$ cat src/fanout_ctrl_pkg.sv
package fanout_ctrl_pkg;

    // Output count and the group steered by the dedicated enable pins
    localparam int NUM_OUTPUTS      = 20;
    localparam int PIN_CTRL_LOW     = 5;
    localparam int PIN_CTRL_HIGH    = 12;
    localparam int NUM_OE_PINS      = PIN_CTRL_HIGH - PIN_CTRL_LOW + 1;

    // Register bus geometry
    localparam int ADDR_W           = 3;
    localparam int DATA_W           = 8;

    // Register offsets
    localparam logic [2:0] OFS_OE_HIGH     = 3'h0;
    localparam logic [2:0] OFS_OE_LOW      = 3'h1;
    localparam logic [2:0] OFS_OE_MID      = 3'h2;
    localparam logic [2:0] OFS_PIN_RDBACK  = 3'h3;
    localparam logic [2:0] OFS_RESERVED    = 3'h4;
    localparam logic [2:0] OFS_VENDOR_REV  = 3'h5;
    localparam logic [2:0] OFS_DEVICE_ID   = 3'h6;
    localparam logic [2:0] OFS_BYTE_COUNT  = 3'h7;

    // Field positions
    localparam int OE_HIGH_FIELD_LSB = 3;
    localparam int OE_HIGH_FIELD_W   = 4;
    localparam int OE_HIGH_OUT_LSB   = 16;
    localparam int OE_MID_OUT_LSB    = 8;
    localparam int BYTE_COUNT_W      = 6;

    // Reset values
    localparam logic [19:0] OE_RESET         = 20'hfffff;
    localparam logic [5:0]  BYTE_COUNT_RESET = 6'h08;

    // Timing, in output clock periods
    localparam int         SYNC_STAGES       = 2;
    localparam int         ENABLE_MAX_PERIODS = 10;
    localparam logic [2:0] STOP_MIN_CLOCKS   = 3'h4;

    // Tri-level select codes
    localparam logic [1:0] TRI_LOW  = 2'h0;
    localparam logic [1:0] TRI_MID  = 2'h1;
    localparam logic [1:0] TRI_HIGH = 2'h2;

endpackage

$ cat src/fanout_output_enable_power_down.sv
// The register addresses and the strobed register port were left to the implementer.
`timescale 1ns/1ps

module fanout_output_enable_power_down
    import fanout_ctrl_pkg::*;
#(
    parameter logic [7:0] VENDOR_REV = 8'h5a, // Arbitrary value
    parameter logic [7:0] DEVICE_ID  = 8'ha5  // Arbitrary value
) (
    input  wire  logic                   ref_clk,
    input  wire  logic                   rst_b,
    input  wire  logic                   power_good_power_down_pin,
    input  wire  logic [NUM_OE_PINS-1:0] output_enable_pin_n,
    input  wire  logic [1:0]             address_select_low,
    input  wire  logic [1:0]             address_select_high,
    input  wire  logic [ADDR_W-1:0]      reg_addr,
    input  wire  logic [DATA_W-1:0]      reg_wdata,
    input  wire  logic                   reg_wr,
    input  wire  logic                   reg_rd,
    output logic       [DATA_W-1:0]      reg_rdata,
    output logic       [NUM_OUTPUTS-1:0] fanout_output_clock_gate,
    output logic       [1:0]             address_select_low_latched,
    output logic       [1:0]             address_select_high_latched,
    output logic                         config_captured,
    output logic                         power_save
);

    // Synchroniser stages; first stage feeds only the second
    logic                   pd_meta_r;
    logic                   pd_sync_r;
    logic [NUM_OE_PINS-1:0] oe_pin_meta_r;
    logic [NUM_OE_PINS-1:0] oe_pin_sync_r;
    logic [3:0]             sel_meta_r;
    logic [3:0]             sel_sync_r;

    // Software state
    logic [NUM_OUTPUTS-1:0]  oe_reg_r;
    logic [BYTE_COUNT_W-1:0] byte_count_r;
    logic [DATA_W-1:0]       rd_nxt;

    // Gating state
    logic [NUM_OUTPUTS-1:0] want_on;
    logic [NUM_OUTPUTS-1:0] gate_r;
    logic [2:0]             hold_cnt_r [NUM_OUTPUTS];

    always_ff @(posedge ref_clk or negedge rst_b) begin
        if (!rst_b) begin
            pd_meta_r <= 1'b0;
            pd_sync_r <= 1'b0;
        end else begin
            pd_meta_r <= power_good_power_down_pin;
            pd_sync_r <= pd_meta_r;
        end
    end

    // Pins idle high (disabled) until sampled
    always_ff @(posedge ref_clk or negedge rst_b) begin
        if (!rst_b) begin
            oe_pin_meta_r <= '1;
            oe_pin_sync_r <= '1;
        end else begin
            oe_pin_meta_r <= output_enable_pin_n;
            oe_pin_sync_r <= oe_pin_meta_r;
        end
    end

    always_ff @(posedge ref_clk or negedge rst_b) begin
        if (!rst_b) begin
            sel_meta_r <= '0;
            sel_sync_r <= '0;
        end else begin
            sel_meta_r <= {address_select_high, address_select_low};
            sel_sync_r <= sel_meta_r;
        end
    end

    // Straps caught once, on the first power-good; later lows are power down
    always_ff @(posedge ref_clk or negedge rst_b) begin
        if (!rst_b) begin
            config_captured             <= 1'b0;
            address_select_low_latched  <= TRI_MID;
            address_select_high_latched <= TRI_MID;
        end else if (!config_captured && pd_sync_r) begin
            config_captured             <= 1'b1;
            address_select_low_latched  <= sel_sync_r[1:0];
            address_select_high_latched <= sel_sync_r[3:2];
        end
    end

    always_ff @(posedge ref_clk or negedge rst_b) begin
        if (!rst_b) begin
            power_save <= 1'b0;
        end else begin
            power_save <= config_captured && !pd_sync_r;
        end
    end

    // Register writes
    always_ff @(posedge ref_clk or negedge rst_b) begin
        if (!rst_b) begin
            oe_reg_r     <= OE_RESET;
            byte_count_r <= BYTE_COUNT_RESET;
        end else if (reg_wr) begin
            case (reg_addr)
                OFS_OE_HIGH: begin
                    oe_reg_r[OE_HIGH_OUT_LSB +: OE_HIGH_FIELD_W] <=
                        reg_wdata[OE_HIGH_FIELD_LSB +: OE_HIGH_FIELD_W];
                end
                OFS_OE_LOW: begin
                    oe_reg_r[DATA_W-1:0] <= reg_wdata;
                end
                OFS_OE_MID: begin
                    oe_reg_r[OE_MID_OUT_LSB +: DATA_W] <= reg_wdata;
                end
                OFS_BYTE_COUNT: begin
                    byte_count_r <= reg_wdata[BYTE_COUNT_W-1:0];
                end
                default: begin
                end
            endcase
        end
    end

    // Read mux; read-only and reserved offsets ignore writes
    always_comb begin
        rd_nxt = '0;
        case (reg_addr)
            OFS_OE_HIGH: begin
                rd_nxt[OE_HIGH_FIELD_LSB +: OE_HIGH_FIELD_W] =
                    oe_reg_r[OE_HIGH_OUT_LSB +: OE_HIGH_FIELD_W];
            end
            OFS_OE_LOW:     rd_nxt = oe_reg_r[DATA_W-1:0];
            OFS_OE_MID:     rd_nxt = oe_reg_r[OE_MID_OUT_LSB +: DATA_W];
            OFS_PIN_RDBACK: rd_nxt = oe_pin_sync_r;
            OFS_RESERVED:   rd_nxt = '0;
            OFS_VENDOR_REV: rd_nxt = VENDOR_REV;
            OFS_DEVICE_ID:  rd_nxt = DEVICE_ID;
            OFS_BYTE_COUNT: rd_nxt = {{(DATA_W-BYTE_COUNT_W){1'b0}}, byte_count_r};
            default:        rd_nxt = '0;
        endcase
    end

    // Data stands only in the cycle after the strobe
    always_ff @(posedge ref_clk or negedge rst_b) begin
        if (!rst_b) begin
            reg_rdata <= '0;
        end else if (reg_rd) begin
            reg_rdata <= rd_nxt;
        end else begin
            reg_rdata <= '0;
        end
    end

    // Wanted state of each output from register and power-good, and from the pins for outputs 5 to 12
    always_comb begin
        for (int i = 0; i < NUM_OUTPUTS; i++) begin
            if (i >= PIN_CTRL_LOW && i <= PIN_CTRL_HIGH) begin
                want_on[i] = pd_sync_r && oe_reg_r[i]
                             && !oe_pin_sync_r[i-PIN_CTRL_LOW];
            end else begin
                want_on[i] = pd_sync_r && oe_reg_r[i];
            end
        end
    end

    genvar g;
    generate
        for (g = 0; g < NUM_OUTPUTS; g++) begin : gen_out
            // Counts the clocks still owed after the enable goes away
            always_ff @(posedge ref_clk or negedge rst_b) begin
                if (!rst_b) begin
                    hold_cnt_r[g] <= '0;
                end else if (want_on[g] || !gate_r[g]) begin
                    hold_cnt_r[g] <= STOP_MIN_CLOCKS;
                end else if (hold_cnt_r[g] != 3'h0) begin
                    hold_cnt_r[g] <= hold_cnt_r[g] - 3'h1;
                end
            end

            // Falling edge: clock is low, so no gate change cuts a pulse
            always_ff @(negedge ref_clk or negedge rst_b) begin
                if (!rst_b) begin
                    gate_r[g] <= 1'b0;
                end else if (!pd_sync_r) begin
                    gate_r[g] <= 1'b0;
                end else if (want_on[g]) begin
                    gate_r[g] <= 1'b1;
                end else if (hold_cnt_r[g] == 3'h0) begin
                    gate_r[g] <= 1'b0;
                end
            end

        end
    endgenerate

    // Gate flops run on the falling edge; the port copy keeps outputs flop driven
    assign fanout_output_clock_gate = gate_r;
endmodule

$ cat config.mk
export PLATFORM = sky130hd
export DESIGN_NAME = fanout_output_enable_power_down
export DESIGN_NICKNAME = d
export VERILOG_FILES = /design/src/fanout_ctrl_pkg.sv /design/src/fanout_output_enable_power_down.sv
export SDC_FILE = /design/constraint.sdc
export NUM_CORES = 1
export LEC_CHECK = 0
export BUFFER_PORTS_ARGS = -buffer_cell sky130_fd_sc_hd__buf_2
export CAP_MARGIN = 20
export CORE_ASPECT_RATIO = 0.9
export CORE_UTILIZATION = 40
export DETAILED_ROUTE_END_ITERATION = 6
export PLACE_DENSITY = 0.61
export SLEW_MARGIN = 20
export SYNTH_ARGS = -nofsm -noshare
export SYNTH_HDL_FRONTEND = slang
export SYNTH_SLANG_ARGS = --single-unit
$ cat constraint.sdc
create_clock -name ref_clk -period 2.85 [get_ports ref_clk]
set_input_delay 0.4275 -clock ref_clk [delete_from_list [all_inputs] [get_ports ref_clk]]
set_output_delay 0.4275 -clock ref_clk [all_outputs]
set_load 0.02 [all_outputs]
==> results.toml, run 1 <==
[sta]
report.final.hold_viol_count = 0
rsz0062_at_grt = "true"
worst_pin_slew_ns = 0.458
slew_viol_final = 0
slew_headroom = 0.694
setup_violations = 0
skew_ns = 0.0324

[yosys]
ys_warn_count = 0
syn-cell-area_um2 = 6560
synthArstFlopShare = 1.00
ys_ff_latch = 146
synth-edff-count = 0
post_synth_num_cell_types = 39
synth_cells = 590
avgSynthCellArea_um2 = 11.1
yosysSeqAreaShare = 0.564
synth_nets = 658
synthFlopType = "dfrtp_1"

[clock_network]
clk_path_buf_depth = 2
clk_latency_ns = 0.42
cts_buffers = 17
cts_num_sinks = 146
cts-root-buf = "clkbuf_16"
ctsHtreeMaxLevel = 4
path_clk_slew_ns = 0.06
cts_tree = "built"

[critical_path]
worstSetupStartpointType = "flop"
crit_path_end = "fanout_output_clock_gate[3]"
critPathCaptureType = "primary output"
cpMaxStageDelayCell = "dfrtn_1"
rr_startpoint = "hold_cnt_r[57]"
cp_top_family = "flip-flops"
slowest_delay_ns = 0.45
rr_worst_depth = 5
worstPathArrival_ns = 2.41
crit_fanout = 3
required_ns = 2.42
crit_start = "fanout_output_clock_gate[3]"
r2r_end = "fanout_output_clock_gate[0]"
r2r_slack_ns = 0.22
cp_num_cells = 1
cp_cell_sequence = "buf_6"
crit_buf_inv = 1
path_class = "reg -> out"

[route]
ant_nets = 0
drtIter0Drc = 176
drc_errors = 0
num_vias = 4460
vias_per_cell = 4.91
routedWlPerCell_um = 15.0
wirelength_um = 13600
dr.pass1.iters = 4

[global_routing]
antenna_found_initial = 0
grt_max_degree = 38
overflow = 0
grtUsageTotal = 0.176
grt_pass1_vias = 4522
grt_pass1_wl_um = 22100

[final_layout]
syn2layout_area_growth_pct = 22.6
drive_gt1_frac = 0.284
nNetsFinal = 756
final_common_cell = "dfrtp_1"
diodes = 0
utilization = 0.500
layout_common_cells = "87 x dfrtp_1, 67 x nor2_1, 61 x nand2_1"

[floorplan]
rows = 44
fp.dieArea_um2 = 16900
num_io_pins = 62
fp.dieW_um = 137
coreArea_um2 = 16100
start_util = 0.408
die_y_um = 123

[power_and_ir_drop]
power_density_nw_per_um2 = 815
switching_power_mw = 1.82
p_comb_frac = 0.206
ir_worst_vdd_mv = 0.475
power_frac_clock = 0.383
internal-power_mw = 4.74
swShare = 0.277
seqPwrFrac = 0.411
power_mw = 6.56
p_leak_nw = 3.73

[placed_design]
gp_congestion = 0.761
dp_hpwl_um = 9760
port_buffers = 61

[flow_run]
maxCapViolCount = 0

[min_path]
min_path_type = "in -> reg"

[outcome]
outcome = "complete, no violations"
[per-stage QoR]
step	instances	cell area [um2]	setup WS (ns)	TNS, ns	hold slack [ns]
after global placement	857	7150	0.318	0	0.324
after CTS	906	8020	-0.0378	-0.0378	0.0729
after detailed placement	857	7150	0.263	0	0.328
after global routing	908	8040	-0.0224	-0.0604	0.0728
final	908	8040	0.00759	0	0.0999
after floorplan	590	6560	0.377	0	0.132
[metal layers]
metal	global-route usage	wire [um]	vias up
met2	0.291	6790	83
met1	0.216	6080	2215
li1	-	-	2144
met4	0.0687	201	0
met5	0	0	-
met3	0.0525	529	18
[cell families (layout without fill, tap and decap cells)]
kind of cell | count (synthesis) | count (layout) | share of synthesized area
xor gates and xnor gates | 20 | 20 | 0.0267
muxes | 45 | 45 | 0.0796
and+or+nand+nor | 185 | 185 | 0.127
DFF | 146 | 146 | 0.564
AOI/OAI and AO/OA | 87 | 87 | 0.0818
buffers and inverters | 67 | 178 | 0.0437
adders and majority gates | 40 | 40 | 0.0763
[area by class of cell]
class,instances,area (um2)
multi-input combinational,377,2570
inverter,53,199
tap,207,259
sequential,146,3700
fill,1422,8030
clock inverter,12,229
clock buffer,20,437
timing repair buffer,93,647
[worst min-delay path by stage]
| stage | start | endpoint | slack (ns) | depth (start not counted) |
|---|---|---|---|---|
| 6_report | output_enable_pin_n[0] | oe_pin_meta_r[0] | 0.1 | 1 |
| 3_5_place_dp | rst_b | hold_cnt_r[27] | 0.33 | 1 |
| 4_1_cts | output_enable_pin_n[3] | oe_pin_meta_r[3] | 0.07 | 1 |
| 5_1_grt | output_enable_pin_n[3] | oe_pin_meta_r[3] | 0.07 | 1 |
| 3_3_place_gp | rst_b | hold_cnt_r[26] | 0.32 | 1 |
| 2_1_floorplan | rst_b | address_select_high_latched[1] | 0.13 | 0 |
[synthesized netlist by cell type, types with 2 or more instances]
library cell,count,area [um2]
ha_1,40,500
inv_1,52,195
o21ai_0,16,80.1
mux2i_1,12,120
o221a_2,2,22.5
nand2_1,61,229
nand2b_1,9,56.3
a21boi_0,3,22.5
mux2_2,25,282
buf_4,2,15.0
o221ai_1,3,26.3
nand3_1,8,40.0
dfstp_2,39,1020
buf_6,3,33.8
clkbuf_1,5,18.8
dfrtn_1,20,500
a211oi_1,21,158
buf_2,4,20.0
nor2_1,67,251
nor3_1,2,10.0
a21oi_1,36,180
xnor2_1,20,175
nor2b_1,29,181
and3_1,3,18.8
dfrtp_1,87,2180
mux2_4,8,120
[power groups by stage]
stage | Combinational (mW) | Sequential [mW] | Clock [mW]
after global placement | 1.16 | 2.71 | 0
after detailed placement | 1.25 | 2.73 | 0
final | 1.35 | 2.69 | 2.51
after CTS | 1.35 | 2.69 | 2.58
after global routing | 1.52 | 2.73 | 2.66
after floorplan | 0.848 | 2.74 | 0
[repair_timing]
| item | CTS | global route |
|---|---|---|
| hold endpoints to repair | 11 | 0 |
| resized for setup | 25 | 3 |
| setup endpoints to repair | 20 | 7 |
| setup buffers | 16 | 2 |
| hold buffers | 1 | 0 |
[sequential cells by signal, summed over array words and instances (netlist names)]
register                     count
hold_cnt_r                      60
fanout_output_clock_gate        20
oe_reg_r                        20
oe_pin_meta_r                    8
oe_pin_sync_r                    8
reg_rdata                        8
byte_count_r                     6
sel_meta_r                       4
sel_sync_r                       4
address_select_high_latched      2
address_select_low_latched       2
config_captured                  1
pd_meta_r                        1
pd_sync_r                        1
power_save                       1
Note: power is estimated with default switching activity, not from simulation.
==> run 2, diff against run 1 <==
- ABC_AREA: not set -> 1
==> run 2 against run 1 <==
Net effect: the run now ends with setup timing left; setup slack worse by 0.013 ns; first-iteration DRC count rose by 29%; synthesized cell count increased by 16%; critical path type unchanged; largest cell class unchanged.
==> results.toml, run 2 <==
[outcome]
outcome = "finished, violations left"
violations = "setup timing"

[critical_path]
slowest_delay_ns = 0.47
crit_fanout = 2
required_ns = 2.42
cp_cell_sequence = "buf_6"
worstPathArrival_ns = 2.43
r2r_slack_ns = 0.12
path_class = "reg -> out"
critPathCaptureType = "primary output"
cp_top_family = "flip-flops"
worstSetupStartpointType = "flop"
cpMaxStageDelayCell = "dfrtn_1"
crit_buf_inv = 1

[placed_design]
pre_cts_slack_ns = 0.0666
dpl-instance-area_um2 = 7290
gp_congestion = 0.843
dp_hpwl_um = 10400
port_buffers = 61
placed_cells = 961

[yosys]
synth_adder_area_share = 0.0757
yosysSeqAreaShare = 0.560
yosysMostFrequentCell = "inv_1"
syn-cell-area_um2 = 6620
avgSynthCellArea_um2 = 9.66
yosysTopAreaCell = "dfrtp_1"
synth_top_family_by_area = "compound AO/OA/AOI/OAI gates"
post_synth_num_cell_types = 29
ys_ff_latch = 146
synth_nets = 753
synthTopCellsByCount = "118 x inv_1, 106 x nand2_1, 87 x dfrtp_1"
synthArstFlopShare = 1.00
synthTopCellsByArea = "dfrtp_1 33%, dfstp_2 15%, dfrtn_1 7.6%, ha_1 7.6%, inv_1 6.7%"
ys_warn_count = 0
muxShareOfSynthArea = 0.00681
yosys.area_share.simple = 0.124
synth_cells = 685
synthFlopType = "dfrtp_1"
synth_compound_area_frac = 0.138
synth-xor-area-share = 0.0172
synth-edff-count = 0
synth_top_area_share = 0.329

[power_and_ir_drop]
p_leak_nw = 3.92
ir_worst_vdd_mv = 0.563
power_density_nw_per_um2 = 809

[min_path]
min_path_type = "in -> reg"

[sta]
report.final.hold_viol_count = 0
slew_headroom = 0.662
worst_pin_slew_ns = 0.506
rsz0062_at_grt = "true"
slew_viol_final = 0
setup_violations = 1
layout_setup_ws_ns = -0.00568
skew_ns = 0.0276

[floorplan]
rows = 44
fp.dieArea_um2 = 17100
die_y_um = 124
start_util = 0.410
coreArea_um2 = 16100
num_io_pins = 62
fp.dieW_um = 138

[final_layout]
seqCellArea_um2 = 3700
final_common_cell = "inv_1"
stdcell_area_um2 = 8080
drive_gt1_frac = 0.249
utilization = 0.501
nNetsFinal = 850
diodes = 0
multi_input_area_um2 = 2400
layout_common_cells = "118 x inv_1, 106 x nand2_1, 87 x dfrtp_1"
syn2layout_area_growth_pct = 22.1
final_cells = 1002
largest_reg_flops = 60
fill_cells = 1464
regMostFlops = "hold_cnt_r"

[clock_network]
cts_tree = "built"
ctsHtreeMaxLevel = 4
cts_buffers = 17
cts_num_sinks = 146
path_clk_slew_ns = 0.06
clk_latency_ns = 0.42
clk_path_buf_depth = 2
cts-root-buf = "clkbuf_16"

[global_routing]
grt_max_degree = 30
antenna_found_initial = 0
overflow = 0
grt_pass1_vias = 5136
grtUsageTotal = 0.186
grt_pass1_wl_um = 24000

[route]
dr.pass1.iters = 4
wirelength_um = 14100
routedWlPerCell_um = 14.1
drc_errors = 0
ant_nets = 0
num_vias = 4915
vias_per_cell = 4.91
drtIter0Drc = 227

[flow_run]
maxCapViolCount = 0
==> run 2: cell types whose count changed in the layout (fill, tap and decap cells not counted), moves of 17 or more <==
cell and delta:
nand2_1 +45, mux2_2 -21, nor2_1 -17, o21ai_2 +22, a211oi_1 -21, o21ai_0 +50, inv_1 +66, nand3_1 +19
nor2b_1 -29
==> run 2: path summary, 6_finish.rpt <==
kind | start | end | depth (start not counted)
max | fanout_output_clock_gate[13] | fanout_output_clock_gate[13] | 1
min | output_enable_pin_n[1] | oe_pin_meta_r[1] | 1
max reg2reg | hold_cnt_r[27] | fanout_output_clock_gate[10] | 6
min reg2reg | sel_meta_r[2] | sel_sync_r[2] | 0
max in group asynchronous | rst_b | fanout_output_clock_gate[15] | 3
min in group asynchronous | rst_b | hold_cnt_r[34] | 2
==> run 2: stage by stage <==
stage	total power [mW]	hold WS, ns	TNS [ns]
2_1_floorplan	3.69	0.132	0
3_3_place_gp	4.02	0.326	0
3_5_place_dp	4.15	0.325	0
4_1_cts	6.57	0.0837	-0.0346
5_1_grt	6.98	0.0794	-0.174
6_report	6.54	0.0971	-0.00568
==> run 2: final cells by class <==
| class | instances | share of cell area |
|---|---|---|
| timing repair buffer | 88 | 0.0792 |
| clock buffer | 21 | 0.0595 |
| tap | 207 | 0.0321 |
| clock inverter | 11 | 0.0184 |
| inverter | 120 | 0.0558 |
| multi-input combinational | 409 | 0.297 |
| sequential | 146 | 0.458 |
==> run 2: timing repair <==
item / 4_1_cts / 5_1_grt
gates resized for setup: 23 / 8
hold buffers: 1 / 0
setup buffers: 6 / 2
endpoints found under the hold margin: 9 / 0
setup endpoints to repair: 17 / 15
==> run 2: layer usage <==
layer,track usage,part of all wire
met1,0.240,0.46
met2,0.302,0.47
met3,0.0472,0.058
met4,0.0680,0.011
met5,0,0
==> run 2: where the power goes <==
group | internal [mW] | total (mW) | leakage [nW] | switching [mW]
clock | 1.47 | 2.34 | 0.302 | 0.869
sequential | 2.48 | 2.75 | 1.73 | 0.261
combinational | 0.606 | 1.45 | 1.89 | 0.843
==> run 2: cell families (layout without fill, tap and decap cells) <==
group | after synthesis | after routing
buf+inv | 130 | 240
flops | 146 | 146
mux | 4 | 4
compound gates | 154 | 154
simple gates | 198 | 198
fa+ha+maj | 40 | 40
xor+xnor | 13 | 13
==> run 3, diff against run 2 <==
- CORE_MARGIN: not set -> 2
==> run 3 against run 2 <==
Net effect: the run still ends with setup timing left; setup slack got worse by 0.0037 ns; clock skew rose by 0.0026 ns; routed wire length fell by 2.0%; cell area fell by 0.59%; via count fell by 1.5%; combinational power barely moved; non-clock buffer count fell by 7; total power rose by 0.72%; flip-flop and latch count did not move; global-route usage fell by 1.8 points; cell count fell by 0.70%.
==> results.toml, run 3 (synthesis gave the netlist of run 2 again) <==
[outcome]
outcome = "finished, violations left"
violations = "setup timing"

[critical_path]
cpMaxStageDelayCell = "dfrtn_1"
required_ns = 2.42
path_class = "reg -> out"
cp_cell_sequence = "buf_6"
slowest_delay_ns = 0.47
crit_fanout = 2
crit_buf_inv = 1
worstPathArrival_ns = 2.43
critPathCaptureType = "primary output"
worstSetupStartpointType = "flop"
cp_top_family = "flip-flops"

[placed_design]
port_buffers = 61
gp_congestion = 0.855
dp_hpwl_um = 10000
dpl-instance-area_um2 = 7230

[route]
wirelength_um = 13800
num_vias = 4842
ant_nets = 0
drtIter0Drc = 302
routedWlPerCell_um = 13.9
vias_per_cell = 4.87
dr.pass1.iters = 5
drc_errors = 0

[floorplan]
die_y_um = 126
start_util = 0.409
fp.dieArea_um2 = 17600
fp.dieW_um = 140
coreArea_um2 = 16200
rows = 44
num_io_pins = 62

[global_routing]
overflow = 0
use_met2 = 0.273
use_met3 = 0.0449
top_usage_layer = "met2"
grt_pass1_vias = 5015
grtUsageTotal = 0.168
antenna_found_initial = 0
grt_pass1_wl_um = 23500
use_met1 = 0.219
grt_max_degree = 58

[final_layout]
stdcell_area_um2 = 8030
regMostFlops = "hold_cnt_r"
utilization = 0.496
syn2layout_area_growth_pct = 21.4
layout_common_cells = "118 x inv_1, 106 x nand2_1, 87 x dfrtp_1"
drive_gt1_frac = 0.241
diodes = 0
final_common_cell = "inv_1"
largest_reg_flops = 60
nNetsFinal = 843

[clock_network]
cts_tree = "built"
path_clk_slew_ns = 0.06
clk_latency_ns = 0.42
cts_num_sinks = 146
cts-root-buf = "clkbuf_16"
cts_buffers = 17
clk_path_buf_depth = 2
ctsHtreeMaxLevel = 4

[sta]
worst_pin_slew_ns = 0.503
setup_violations = 2
layout_setup_ws_ns = -0.00937
report.final.hold_viol_count = 0
skew_ns = 0.0303
slew_headroom = 0.664
tns_ns = -0.0162
rsz0062_at_grt = "true"
slew_viol_final = 0

[power_and_ir_drop]
ir_worst_vdd_mv = 0.717
power_density_nw_per_um2 = 820
p_leak_nw = 3.89

[flow_run]
maxCapViolCount = 0

[min_path]
min_path_type = "in -> reg"
run 3: cell count changes in the layout (fill, tap and decap cells not counted), moves of 2 or more:
cell	before	now
clkinv_2	2	4
buf_4	32	25
bufinv_16	3	5
clkbuf_8	4	0
run 3: stage by stage:
stage	hold WS (ns)	total power [mW]	worst slack, ns	cells
CTS	0.0815	6.63	-0.0246	991
global placement	0.242	4.01	0.183	954
detailed placement	0.241	4.14	0.0667	954
floorplan	0.132	3.69	0.208	685
global route	0.0798	7.00	-0.0385	995
finish	0.100	6.58	-0.00937	995
run 3: area by class of cell:
type	count	area, um2
Fill cell	1492	8160
Sequential cell	146	3700
Multi-Input combinational cell	409	2400
Timing Repair Buffer	81	581
Inverter	120	450
Clock buffer	18	429
Tap cell	207	259
Clock inverter	14	211
run 3: final timing paths:
check                                                 start                            to  slack, ns  cells past startpoint
worst max-delay path            fanout_output_clock_gate[4]   fanout_output_clock_gate[4]     -0.009                      1
worst min-delay path                 output_enable_pin_n[4]              oe_pin_meta_r[4]       0.10                      1
worst max register to register               hold_cnt_r[33]   fanout_output_clock_gate[8]       0.12                      6
worst min register to register                sel_meta_r[3]                 sel_sync_r[3]       0.35                      0
max in group asynchronous                             rst_b  fanout_output_clock_gate[13]       0.59                      3
min in group asynchronous                             rst_b                  reg_rdata[0]       0.38                      2
run 3: repair_timing:
item / 4_1_cts / 5_1_grt
resized for setup: 19 / 10
endpoints found under the setup margin: 13 / 17
setup buffers: 4 / 4
pin swaps: 0 / 0
hold buffers: 1 / 0
hold endpoints to repair: 7 / 0
run 3: power breakdown:
| part | switching (mW) | internal (mW) |
|---|---|---|
| registers | 0.257 | 2.48 |
| logic | 0.839 | 0.598 |
| clock network | 0.856 | 1.55 |
run 3: layer usage:
metal | part of all wire | wire (um) | vias to the layer above
li1 | - | - | 2387
met1 | 0.47 | 6440 | 2348
met2 | 0.48 | 6620 | 95
met3 | 0.046 | 631 | 12
met4 | 0.0098 | 135 | 0
met5 | 0 | 0 | -
